File: src/design/prg_pkg.sv
// constants and types shared by the random word gate and its health tests
package prg_pkg;

	// ****************************************************************
	// word and sampling
	// ****************************************************************
	localparam int unsigned PRG_WORD_W      = 32;  // delivered word width
	localparam int unsigned PRG_SAMPLE_DIV  = 4;   // clocks between raw samples
	localparam int unsigned PRG_DIV_W       = 8;

	// ****************************************************************
	// health test limits
	// ****************************************************************
	// repetition cutoff must stay below the word width (see gate top)
	localparam int unsigned PRG_RC_CUTOFF   = 24;
	localparam int unsigned PRG_RC_W        = 6;
	// proportion window and allowed count of ones in it
	localparam int unsigned PRG_WIN_LEN     = 1024;
	localparam int unsigned PRG_WIN_W       = 11;
	localparam int unsigned PRG_ONES_LO     = 400;
	localparam int unsigned PRG_ONES_HI     = 624;
	// clean windows needed before the power-up test passes
	localparam int unsigned PRG_PWRUP_WINS  = 2;
	localparam int unsigned PRG_PASS_W      = 4;

	// ****************************************************************
	// reset values
	// ****************************************************************
	localparam logic [31:0] PRG_WORD_RST    = 32'h0000_0000;

	// gate states
	typedef enum logic [1:0] {
		PRG_ST_TEST,
		PRG_ST_RUN,
		PRG_ST_DEAD
	} prg_state_t;

endpackage

File: src/design/prg_health_if.sv
// carrier between the gate top and the health test engine
`timescale 1ns/10ps
interface prg_health_if;
	logic sample_stb;   // one raw bit is presented this cycle
	logic sample_bit;   // synchronised raw bit
	logic restart;      // clear all test history
	logic total_fail;   // pulse: stuck source seen
	logic defect;       // pulse: window out of bounds
	logic win_ok;       // pulse: window closed clean

	modport gate (output sample_stb, output sample_bit, output restart,
		input total_fail, input defect, input win_ok);
	modport health (input sample_stb, input sample_bit, input restart,
		output total_fail, output defect, output win_ok);
endinterface

File: src/design/prg_health.sv
// health test engine: repetition count and proportion window on raw bits
`timescale 1ns/10ps
module prg_health
	import prg_pkg::*;
(
	// clock and reset
	input  wire logic      clk_in,
	input  wire logic      reset_n_in,
	// link to gate
	prg_health_if.health   hif
);

	logic                last_q,  last_d;
	logic [PRG_RC_W-1:0] run_q,   run_d;
	logic [PRG_WIN_W-1:0] win_q,  win_d;
	logic [PRG_WIN_W-1:0] ones_q, ones_d;
	logic                fail_q,  fail_d;
	logic                def_q,   def_d;
	logic                ok_q,    ok_d;

	// ****************************************************************
	// next state
	// ****************************************************************
	// tests run on every sample, never on request, so latency is bounded
	always_comb begin
		last_d = last_q;
		run_d  = run_q;
		win_d  = win_q;
		ones_d = ones_q;
		fail_d = 1'b0;
		def_d  = 1'b0;
		ok_d   = 1'b0;
		if (!hif.restart && hif.sample_stb) begin  // [RL6]
			last_d = hif.sample_bit;
			// total failure: same bit repeated cutoff times
			if (hif.sample_bit == last_q) begin
				run_d = run_q + 1'b1;
			end else begin
				run_d = PRG_RC_W'(1);
			end
			if (run_d >= PRG_RC_W'(PRG_RC_CUTOFF)) begin
				fail_d = 1'b1;  // [RL1]
				run_d  = PRG_RC_W'(1);
			end
			// proportion of ones per window bounds bias, hence entropy
			ones_d = ones_q + {{(PRG_WIN_W-1){1'b0}}, hif.sample_bit};
			win_d  = win_q + 1'b1;
			if (win_q == PRG_WIN_W'(PRG_WIN_LEN - 1)) begin
				if (ones_d < PRG_WIN_W'(PRG_ONES_LO) ||
					ones_d > PRG_WIN_W'(PRG_ONES_HI)) begin
					def_d = 1'b1;  // [RL4] [RL8]
				end else begin
					ok_d = 1'b1;
				end
				win_d  = '0;
				ones_d = '0;
			end
		end else if (hif.restart) begin
			run_d  = '0;
			win_d  = '0;
			ones_d = '0;
		end
	end

	// register
	always_ff @(posedge clk_in) begin
		if (!reset_n_in) begin
			last_q <= 1'b0;
			run_q  <= '0;
			win_q  <= '0;
			ones_q <= '0;
			fail_q <= 1'b0;
			def_q  <= 1'b0;
			ok_q   <= 1'b0;
		end else begin
			last_q <= last_d;
			run_q  <= run_d;
			win_q  <= win_d;
			ones_q <= ones_d;
			fail_q <= fail_d;
			def_q  <= def_d;
			ok_q   <= ok_d;
		end
	end

	assign hif.total_fail = fail_q;
	assign hif.defect     = def_q;
	assign hif.win_ok     = ok_q;

endmodule // prg_health

File: src/design/prg_gate_top.sv
// gate for physical random words: sampling, word assembly and health gating
`timescale 1ns/10ps

// Functional notes
// RL1 - stuck-source test runs from start and flags a dead source at once
// RL2 - after a total failure no random word is delivered
// RL3 - words holding bits taken after a failure are discarded
// RL4 - statistical test runs on raw bits at start and during operation
// RL5 - no output until power-up test passes, nor while a defect is flagged
// RL6 - health tests run on every raw sample, not on request
// RL7 - output is delivered as 32-bit words
// RL8 - bias bound keeps entropy per bit above 0.96
// RL9 - word valid only while gates allow; consumer takes only when valid
module prg_gate_top
	import prg_pkg::*;
#(
	parameter int unsigned WORD_W = PRG_WORD_W
) (
	// clock and reset
	input  wire logic              clk_in,
	input  wire logic              reset_n_in,
	// raw entropy source, asynchronous
	input  wire logic              raw_bit_in,
	// control from the consumer side
	input  wire logic              restart_in,
	// random word stream
	output logic [WORD_W-1:0]      word_out,
	output logic                   word_valid_out,
	input  wire logic              word_ready_in,
	// health status
	output logic                   total_fail_out,
	output logic                   defect_out,
	output logic                   running_out
);

	// ****************************************************************
	// raw bit synchroniser
	// ****************************************************************
	logic sync1_q;
	logic sync2_q;

	// second flop alone feeds logic; the first may be metastable
	always_ff @(posedge clk_in) begin
		if (!reset_n_in) begin
			sync1_q <= 1'b0;
			sync2_q <= 1'b0;
		end else begin
			sync1_q <= raw_bit_in;
			sync2_q <= sync1_q;
		end
	end

	// ****************************************************************
	// sample divider
	// ****************************************************************
	logic [PRG_DIV_W-1:0] div_q, div_d;
	logic                 smp;

	// spacing samples lets the analog source decorrelate between bits
	always_comb begin
		if (div_q == PRG_DIV_W'(PRG_SAMPLE_DIV - 1)) begin
			div_d = '0;
		end else begin
			div_d = div_q + 1'b1;
		end
	end

	always_ff @(posedge clk_in) begin
		if (!reset_n_in) begin
			div_q <= '0;
		end else begin
			div_q <= div_d;
		end
	end

	assign smp = (div_q == '0);

	// ****************************************************************
	// health engine
	// ****************************************************************
	prg_health_if hif ();

	prg_health u_health (
		.clk_in     (clk_in),
		.reset_n_in (reset_n_in),
		.hif        (hif.health)
	);

	prg_state_t            state_q, state_d;
	logic                  restart_q, restart_d;

	assign hif.sample_stb = smp;  // [RL4] [RL6]
	assign hif.sample_bit = sync2_q;
	assign hif.restart    = restart_q;

	// ****************************************************************
	// word assembly and gating
	// ****************************************************************
	localparam int unsigned CNT_W = $clog2(WORD_W);

	logic [WORD_W-1:0]     shift_q, shift_d;
	logic [CNT_W-1:0]      cnt_q,   cnt_d;
	logic [WORD_W-1:0]     pend_q,  pend_d;
	logic                  pend_v_q, pend_v_d;
	logic [WORD_W-1:0]     out_q,   out_d;
	logic                  out_v_q, out_v_d;
	logic [PRG_PASS_W-1:0] pass_q,  pass_d;
	logic                  fail_q,  fail_d;
	logic                  def_q,   def_d;

	// a finished word is held back one more word time; the stuck test
	// fires within the cutoff, shorter than a word, so a word whose bits
	// follow a failure is always caught before it is released
	always_comb begin
		state_d   = state_q;
		restart_d = 1'b0;
		shift_d   = shift_q;
		cnt_d     = cnt_q;
		pend_d    = pend_q;
		pend_v_d  = pend_v_q;
		out_d     = out_q;
		out_v_d   = out_v_q;
		pass_d    = pass_q;
		fail_d    = fail_q;
		def_d     = def_q;

		// consumer takes the word only while valid is high
		if (out_v_q && word_ready_in) begin
			out_v_d = 1'b0;  // [RL9]
		end

		// assemble raw bits into words
		if (smp && state_q != PRG_ST_DEAD) begin
			shift_d = {shift_q[WORD_W-2:0], sync2_q};
			cnt_d   = cnt_q + 1'b1;
			if (cnt_q == CNT_W'(WORD_W - 1)) begin
				// release the older word only when running and the last one is gone;
				// a take never shares its edge with a launch, so valid drops after it
				if (pend_v_q && state_q == PRG_ST_RUN && !out_v_q) begin
					out_d   = pend_q;  // [RL7]
					out_v_d = 1'b1;
				end
				pend_d   = shift_d;
				pend_v_d = 1'b1;
			end
		end

		unique case (state_q)
			PRG_ST_TEST: begin
				// power-up test: count clean windows
				if (hif.win_ok) begin
					if (pass_q == PRG_PASS_W'(PRG_PWRUP_WINS - 1)) begin
						state_d = PRG_ST_RUN;  // [RL5]
						def_d   = 1'b0;
						pass_d  = '0;
					end else begin
						pass_d = pass_q + 1'b1;
					end
				end
			end
			PRG_ST_RUN: begin
				pass_d = '0;
			end
			PRG_ST_DEAD: begin
				// only an explicit restart leaves the dead state
				if (restart_in) begin
					state_d   = PRG_ST_TEST;
					restart_d = 1'b1;
					fail_d    = 1'b0;
					def_d     = 1'b0;
				end
			end
		endcase

		// a defect withholds output and re-runs the power-up test
		if (hif.defect && state_q != PRG_ST_DEAD) begin
			state_d  = PRG_ST_TEST;  // [RL5]
			def_d    = 1'b1;
			pass_d   = '0;
			pend_v_d = 1'b0;
			out_v_d  = 1'b0;
		end

		// total failure beats everything and drops held words
		if (hif.total_fail) begin
			state_d  = PRG_ST_DEAD;  // [RL1] [RL2]
			fail_d   = 1'b1;
			pend_v_d = 1'b0;  // [RL3]
			out_v_d  = 1'b0;  // [RL3]
			cnt_d    = '0;
		end
	end

	// register gate state
	always_ff @(posedge clk_in) begin
		if (!reset_n_in) begin
			state_q   <= PRG_ST_TEST;
			restart_q <= 1'b0;
			shift_q   <= PRG_WORD_RST[WORD_W-1:0];
			cnt_q     <= '0;
			pend_q    <= PRG_WORD_RST[WORD_W-1:0];
			pend_v_q  <= 1'b0;
			out_q     <= PRG_WORD_RST[WORD_W-1:0];
			out_v_q   <= 1'b0;
			pass_q    <= '0;
			fail_q    <= 1'b0;
			def_q     <= 1'b0;
		end else begin
			state_q   <= state_d;
			restart_q <= restart_d;
			shift_q   <= shift_d;
			cnt_q     <= cnt_d;
			pend_q    <= pend_d;
			pend_v_q  <= pend_v_d;
			out_q     <= out_d;
			out_v_q   <= out_v_d;
			pass_q    <= pass_d;
			fail_q    <= fail_d;
			def_q     <= def_d;
		end
	end

	// ****************************************************************
	// outputs, all straight from flops
	// ****************************************************************
	assign word_out       = out_q;
	assign word_valid_out = out_v_q;  // [RL9]
	assign total_fail_out = fail_q;
	assign defect_out     = def_q;

	// running flag registered on its own to keep the output a flop
	logic run_q, run_d;

	always_comb begin
		run_d = (state_d == PRG_ST_RUN);
	end

	always_ff @(posedge clk_in) begin
		if (!reset_n_in) begin
			run_q <= 1'b0;
		end else begin
			run_q <= run_d;
		end
	end

	assign running_out = run_q;

endmodule // prg_gate_top

File: config.mk
export PLATFORM = sky130hd
export DESIGN_NAME = prg_gate_top
export DESIGN_NICKNAME = d
export VERILOG_FILES = /design/src/design/prg_pkg.sv /design/src/design/prg_health_if.sv /design/src/design/prg_health.sv /design/src/design/prg_gate_top.sv
export SDC_FILE = /design/constraint.sdc
export NUM_CORES = 1
export LEC_CHECK = 0
export BUFFER_PORTS_ARGS = -buffer_cell sky130_fd_sc_hd__buf_4
export CAP_MARGIN = 20
export CORE_MARGIN = 2
export CORE_UTILIZATION = 40
export CTS_CLUSTER_DIAMETER = 30
export DETAILED_ROUTE_END_ITERATION = 6
export MAX_ROUTING_LAYER = met4
export PLACE_DENSITY = 0.64
export SLEW_MARGIN = 20
export SYNTH_ARGS = -nofsm -noshare
export SYNTH_HDL_FRONTEND = slang
export SYNTH_SLANG_ARGS = --single-unit
File: constraint.sdc
create_clock -name clk_in -period 6 [get_ports clk_in]
set_clock_uncertainty 0.1 [all_clocks]
set_input_delay 0.3 -clock clk_in [delete_from_list [all_inputs] [get_ports clk_in]]
set_output_delay 0.3 -clock clk_in [all_outputs]
set_load 0.02 [all_outputs]
Word-level counts from Yosys, hierarchy flattened
Cells that the tools add are included.

Flip-flop bits (word level): 154. Latch bits: 0. Bits in writable memories: 0. ROM bits: 0. Input bits: 5. Output and inout port bits: 36. Word-level logic and storage cells: 107. Memories kept: 0.

Add/subtract/negate cells: 6. Multiply operators: 0. Divide/modulo/power cells: 0. Order comparisons: 3. Eq/ne operators: 13. Shift operators: 0. Muxes and demuxes: 34. Bitwise operators: 1. Reductions and logical operators: 28.

Operators with widths (count): 11-bit 2-to-1 mux (5); 6-bit 2-to-1 mux (5); 1-bit 2-to-1 mux (14); 11-bit by 1-bit adder with 11-bit output (1); 11-bit by 1-bit adder with 11-bit output, second input constant (1); 11-bit by 10-bit == test with 1-bit output, second input constant (1); 11-bit by 10-bit greater-than comparator with 1-bit output, second input constant (1); 11-bit by 9-bit < comparator with 1-bit output, second input constant (1); 2-bit 2-to-1 mux (5); 2-bit AND reduction (5); 8-bit by 1-bit adder with 8-bit output, second input constant (1); 8-bit by 2-bit == test with 1-bit output, second input constant (1); 8-bit zero test (1); 4-bit 2-to-1 mux (2); 4-bit case mux with 2 select lines (1); 2-bit nonzero test (4); 6-bit by 1-bit adder with 6-bit output, second input constant (1); 6-bit by 5-bit greater-or-equal comparator with 1-bit output, second input constant (1); 1-bit logical AND (6); 3-bit != test, second input constant (2); 3-bit AND reduction (2); 2-bit OR reduction (3); 5-bit by 1-bit adder with 5-bit output, second input constant (1); 5-bit == test, second input constant (1); other kinds (17) (19).

Longest topological paths before layout
Depth in word-level cells: 7. Mapped depth: 8. Gate-level depth less buffers: 7.

Cells and area by module
Synthesis repeated with hierarchy kept, for this count alone.

Cell total of the unflattened synthesis: 746. Area total of the unflattened synthesis: 6286.0 um^2.

Modules (own cells, without submodules): prg_gate_top (times used 1, cells an instance 518, area an instance 4461.8 um^2); prg_health (times used 1, cells an instance 228, area an instance 1824.2 um^2).

Least setup slack after synthesis
Ideal clock, no wire load.

Path kind: reg2reg. Start: register sync2_q (netlist: hif.sample_bit). End: register u_health.ones_q[10]. Library setup time: 0.122 ns. Arrival time: 1.896 ns. Data required time: 5.778 ns. Path slack: 3.882 ns. Cell stages (with the launch flop): 8. Clock period less this slack: 2.118 ns. Cells stage by stage: dfxtp_1 ha_1 ha_1 and4_1 nand2_1 or2_2 and2_1 o311a_1.

Word-level cells in the longest chain between the ends: 3.

RTL lines: start: declaration (RTL line prg_gate_top.sv:40) `logic sync2_q;`; start signal: assignment (RTL line prg_gate_top.sv:49) `sync2_q <= sync1_q;`; 11-bit by 1-bit adder with 11-bit output (RTL line prg_health.sv:46) `ones_d = ones_q + {{(PRG_WIN_W-1){1'b0}}, hif.sample_bit};`; 11-bit 2-to-1 mux (RTL line prg_health.sv:48) `if (win_q == PRG_WIN_W'(PRG_WIN_LEN - 1)) begin`; 11-bit 2-to-1 mux (RTL line prg_health.sv:33) `if (!hif.restart && hif.sample_stb) begin`; end signal: assignment (RTL line prg_health.sv:79) `ones_q <= ones_d;`; end: declaration (RTL line prg_health.sv:16) `logic [PRG_WIN_W-1:0] ones_q, ones_d;`.

No other way between the ends. A chain may end at the register's enable or synchronous reset.

Worst setup path in the final report
Start: register div_q[2]. End: register pend_q[13].

Word-level cells in the longest chain between the ends: 3.

RTL lines: start: declaration (RTL line prg_gate_top.sv:56) `logic [PRG_DIV_W-1:0] div_q, div_d;`; start signal: assignment (RTL line prg_gate_top.sv:72) `div_q <= div_d;`; 8-bit zero test (RTL line prg_gate_top.sv:76) `assign smp = (div_q == '0);`; 1-bit logical AND (RTL line prg_gate_top.sv:133) `if (smp && state_q != PRG_ST_DEAD) begin`; 2-bit AND reduction (no line); end signal: assignment (RTL line prg_gate_top.sv:201) `pend_q <= PRG_WORD_RST[WORD_W-1:0];`; end signal: assignment (RTL line prg_gate_top.sv:213) `pend_q <= pend_d;`; end: declaration (RTL line prg_gate_top.sv:103) `logic [WORD_W-1:0] pend_q, pend_d;`.

No other way between the ends.

==> key figures <==
Synthesis
  – Asr flop ratio synth: 0
  – Share of Yosys cell area claimed by the top area cell type: 0.4718
  – Synth Instances: ~770
  – Synth Flop Type: dfxtp_1
  – Mean post-synth cell area: 8.520 µm²
  – Post-synthesis sequential area ratio: 0.4718
  – Synth top area cells: dfxtp_1, nand2_1, a21boi_1
  – Ys Warns: 0
  – Post-synth EDFFs: 0
  – Cell variety after synth: 61
  – Syn Std Cell Area: between 0.006 and 0.007 mm²
  – Flops & latches, synth: 154
  – Area leader, netlist: dfxtp_1
  – Syn nets: ~780

Timing
  – Max-slew violation count: 0
  – Final Hold Viols: 0
  – Worst-Margin Slew: ~1 ns
  – Setup TNS: 0 ns
  – Min Hold Slack: approximately 0.045 ns
  – Final setup viols: 0
  – Max Clock Freq: 0.3770 GHz
  – Max_slew headroom: 0.3337
  – Final min period: roughly 2.7 ns
  – Crit share post-route: 0.4421
  – RSZ-0062 raised after global routing: false

Job
  – Max Cap Violations: 0

Cells and area
  – End-of-flow core utilization: 0.4736
  – Layout cells sized above 1: 0.1157
  – # diodes: 0
  – Layout area overhead: 15.53%
  – Final #Nets: between 800 and 900
  – Design area: between 0.007 and 0.008 mm²

Clocking
  – Clock sink total: roughly 150
  – Insertion delay to the later sink of the worst-skew pair: ~0.42 ns
  – Clk root buf: clkbuf_16
  – CTS H-tree lvls: 4
  – TritonCTS clock tree: done
  – CTS Buf Count: 17
  – PostCTS Resize Cnt: 0
  – CTS Buffer Depth: 2
  – Clk pin slew, worst setup/hold paths: 0.06 ns

GRT
  – Overflow after GRT: 0
  – Gr usage total: 0.1597
  – Initial antenna violation count: 0
  – First-pass GRT wire length: 22450 µm
  – Vias in the first global route: ~4700
  – Pin count of the biggest net entering global routing: about 120

Power and ir drop
  – Worst VDD drop: 199.4 µV
  – Cell Pwr Density: between 200 and 300 mW/mm²
  – LEAKAGE: 2.672 nW
  – Total power: 0.002261 W

Detailed routing
  – Vias: around 5000
  – Residual DRC: 0
  – Final WL: between 10000 and 15000 µm
  – Wire length per cell: between 10 and 15 µm
  – Drt first pass iters: 4
  – DR vias/cell: ~5.0
  – Post-route ant nets: 0
  – Initial DRC count: about 370

Die
  – Initial Util: 0.4099
  – Core box area: approximately 0.016 mm²
  – Die ar.: around 0.017 mm²
  – Top Ports: 41
  – Chip height: 131.8 µm
  – Die width: between 100 and 150 µm
  – Num rows: between 40 and 50

Placement
  – Post-detail-place hpwl: roughly 8000 µm
  – Gp weighted congestion: between 0.8 and 0.9
  – IO Port Bufs: 40
  – Area after DPL: between 0.006 and 0.007 mm²

Worst hold path
  – Hold Path Depth: 2
  – Hold crit path type: input pin to flop

Setup path
  – Critical Path AT: roughly 2.9 ns
  – Element type at the critical path end: flop
  – Critical-path top delay cell: or4_1
  – Largest stage delay, worst path: roughly 0.72 ns
  – Reg2Reg Setup Slack: roughly 3.3 ns
  – Critical Path RT: around 6.2 ns
  – Worst setup path class: flop to flop
  – Top delay family on crit path: simple AND/OR/NAND/NOR gates
  – CP Max Fanout: 18
  – Critical Path Start Type: flop
  – Worst R2R Path Depth: 6
  – Cell Chain, Critical Path: or4_1 > nor2_4 > and4_1 > buf_4 > nand2_1 > a21boi_1
  – Cell count along the critical path: 6
  – Buf+Inv Stages, Crit Path: 1

Status
  – Status: complete, no violations
[routing by layer]
| layer | part of all wire | global-route usage | wire (µm) | vias up |
|---|---|---|---|---|
| met5 | 0 | - | 0 | - |
| met4 | 0.015 | 0.05435 | 182 | 0 |
| met3 | 0.028 | 0.04229 | 352 | 12 |
| met2 | 0.46 | 0.2461 | 5732 | 45 |
| met1 | 0.50 | 0.2034 | 6270 | 2393 |
| li1 | - | - | - | 2640 |
[worst paths after layout]
kind / from / to
max: div_q[2] / pend_q[13]
min: restart_in / hif.restart
max reg2reg: div_q[2] / pend_q[13]
min reg2reg: pend_q[31] / word_out[31]
[layout by cell type, fill, tap and decap left out, types with 4 or more instances in the layout]
master and count:
inv_1 13, ha_1 10, and4_1 4, nand4_1 9, nor2_1 32, xnor2_1 13
nor3_1 10, nand2_1 221, buf_4 48, o21ai_0 15, or3_1 4, a31oi_1 5
and3_1 9, a21oi_1 21, and3b_1 5, a21boi_1 92, nor2b_1 10, clkbuf_16 17
o211ai_1 4, nand3_1 18, xor2_1 10, dfxtp_1 154, a21boi_0 6, and2_1 7
[state kept, by name (all words and copies together) (netlist names), 2 cells and up]
| register | cells |
|---|---|
| state_q | 2 |
| u_health.run_q | 6 |
| pend_q | 32 |
| pass_q | 4 |
| u_health.win_q | 11 |
| shift_q | 31 |
| div_q | 8 |
| cnt_q | 5 |
| word_out | 32 |
| u_health.ones_q | 11 |
[cell type report]
| type | count | area (µm²) |
|---|---|---|
| clock buffer | 23 | 478.0 |
| sequential | 154 | 3083 |
| inverter | 13 | 48.80 |
| fill | 1527 | 8393 |
| clock inverter | 9 | 113.9 |
| multi-input combinational | 555 | 3171 |
| tap | 216 | 270.3 |
| timing repair buffer | 50 | 385.4 |
[synthesized netlist by cell type (all sizes together), types with 2 or more instances]
master and instances:
dfxtp 154, o211ai 4, a22oi 3, nor3 11
o21a 2, nand4 10, nand3 18, and4 4
o21ai 15, and3b 5, nor4 4, nand3b 3
mux2i 3, nor2 33, and2 7, buf 17
or3 4, a21boi 98, nand2 221, o311a 3
nand2b 2, nor3b 2, ha 10, a31o 2
clkbuf 28, o311ai 2, inv 13, a31oi 5
and3 10, xor2 10, a21oi 21, a211oi 2
or2 3, xnor2 13, nor2b 10
[stage by stage]
step,setup slack [ns],cells
final,3.347,1020
after global routing,3.151,1020
after CTS,3.309,1020
after detailed placement,3.328,987
after global placement,3.195,986
after floorplan,3.882,767
[logic make-up after synthesis]
logic type	share of synthesized area
fa+ha+maj	0.01915
flops	0.4718
simple gates	0.2477
xor+xnor	0.03082
mux	0.004595
compound gates	0.1828
buf+inv	0.04308
[power breakdown]
| part | total [W] | switching [W] | internal [W] |
|---|---|---|---|
| sequential | 0.00105 | 0.0000151 | 0.00104 |
| clock | 0.00105 | 0.000407 | 0.000647 |
| combinational | 0.000155 | 0.000101 | 0.0000541 |
[repair_timing]
item | in CTS | in global routing
buffers inserted | 0 | 0
hold endpoints to repair | 1 | 0
hold buffers | 1 | 0
Power figures use the tool's default switching activity.
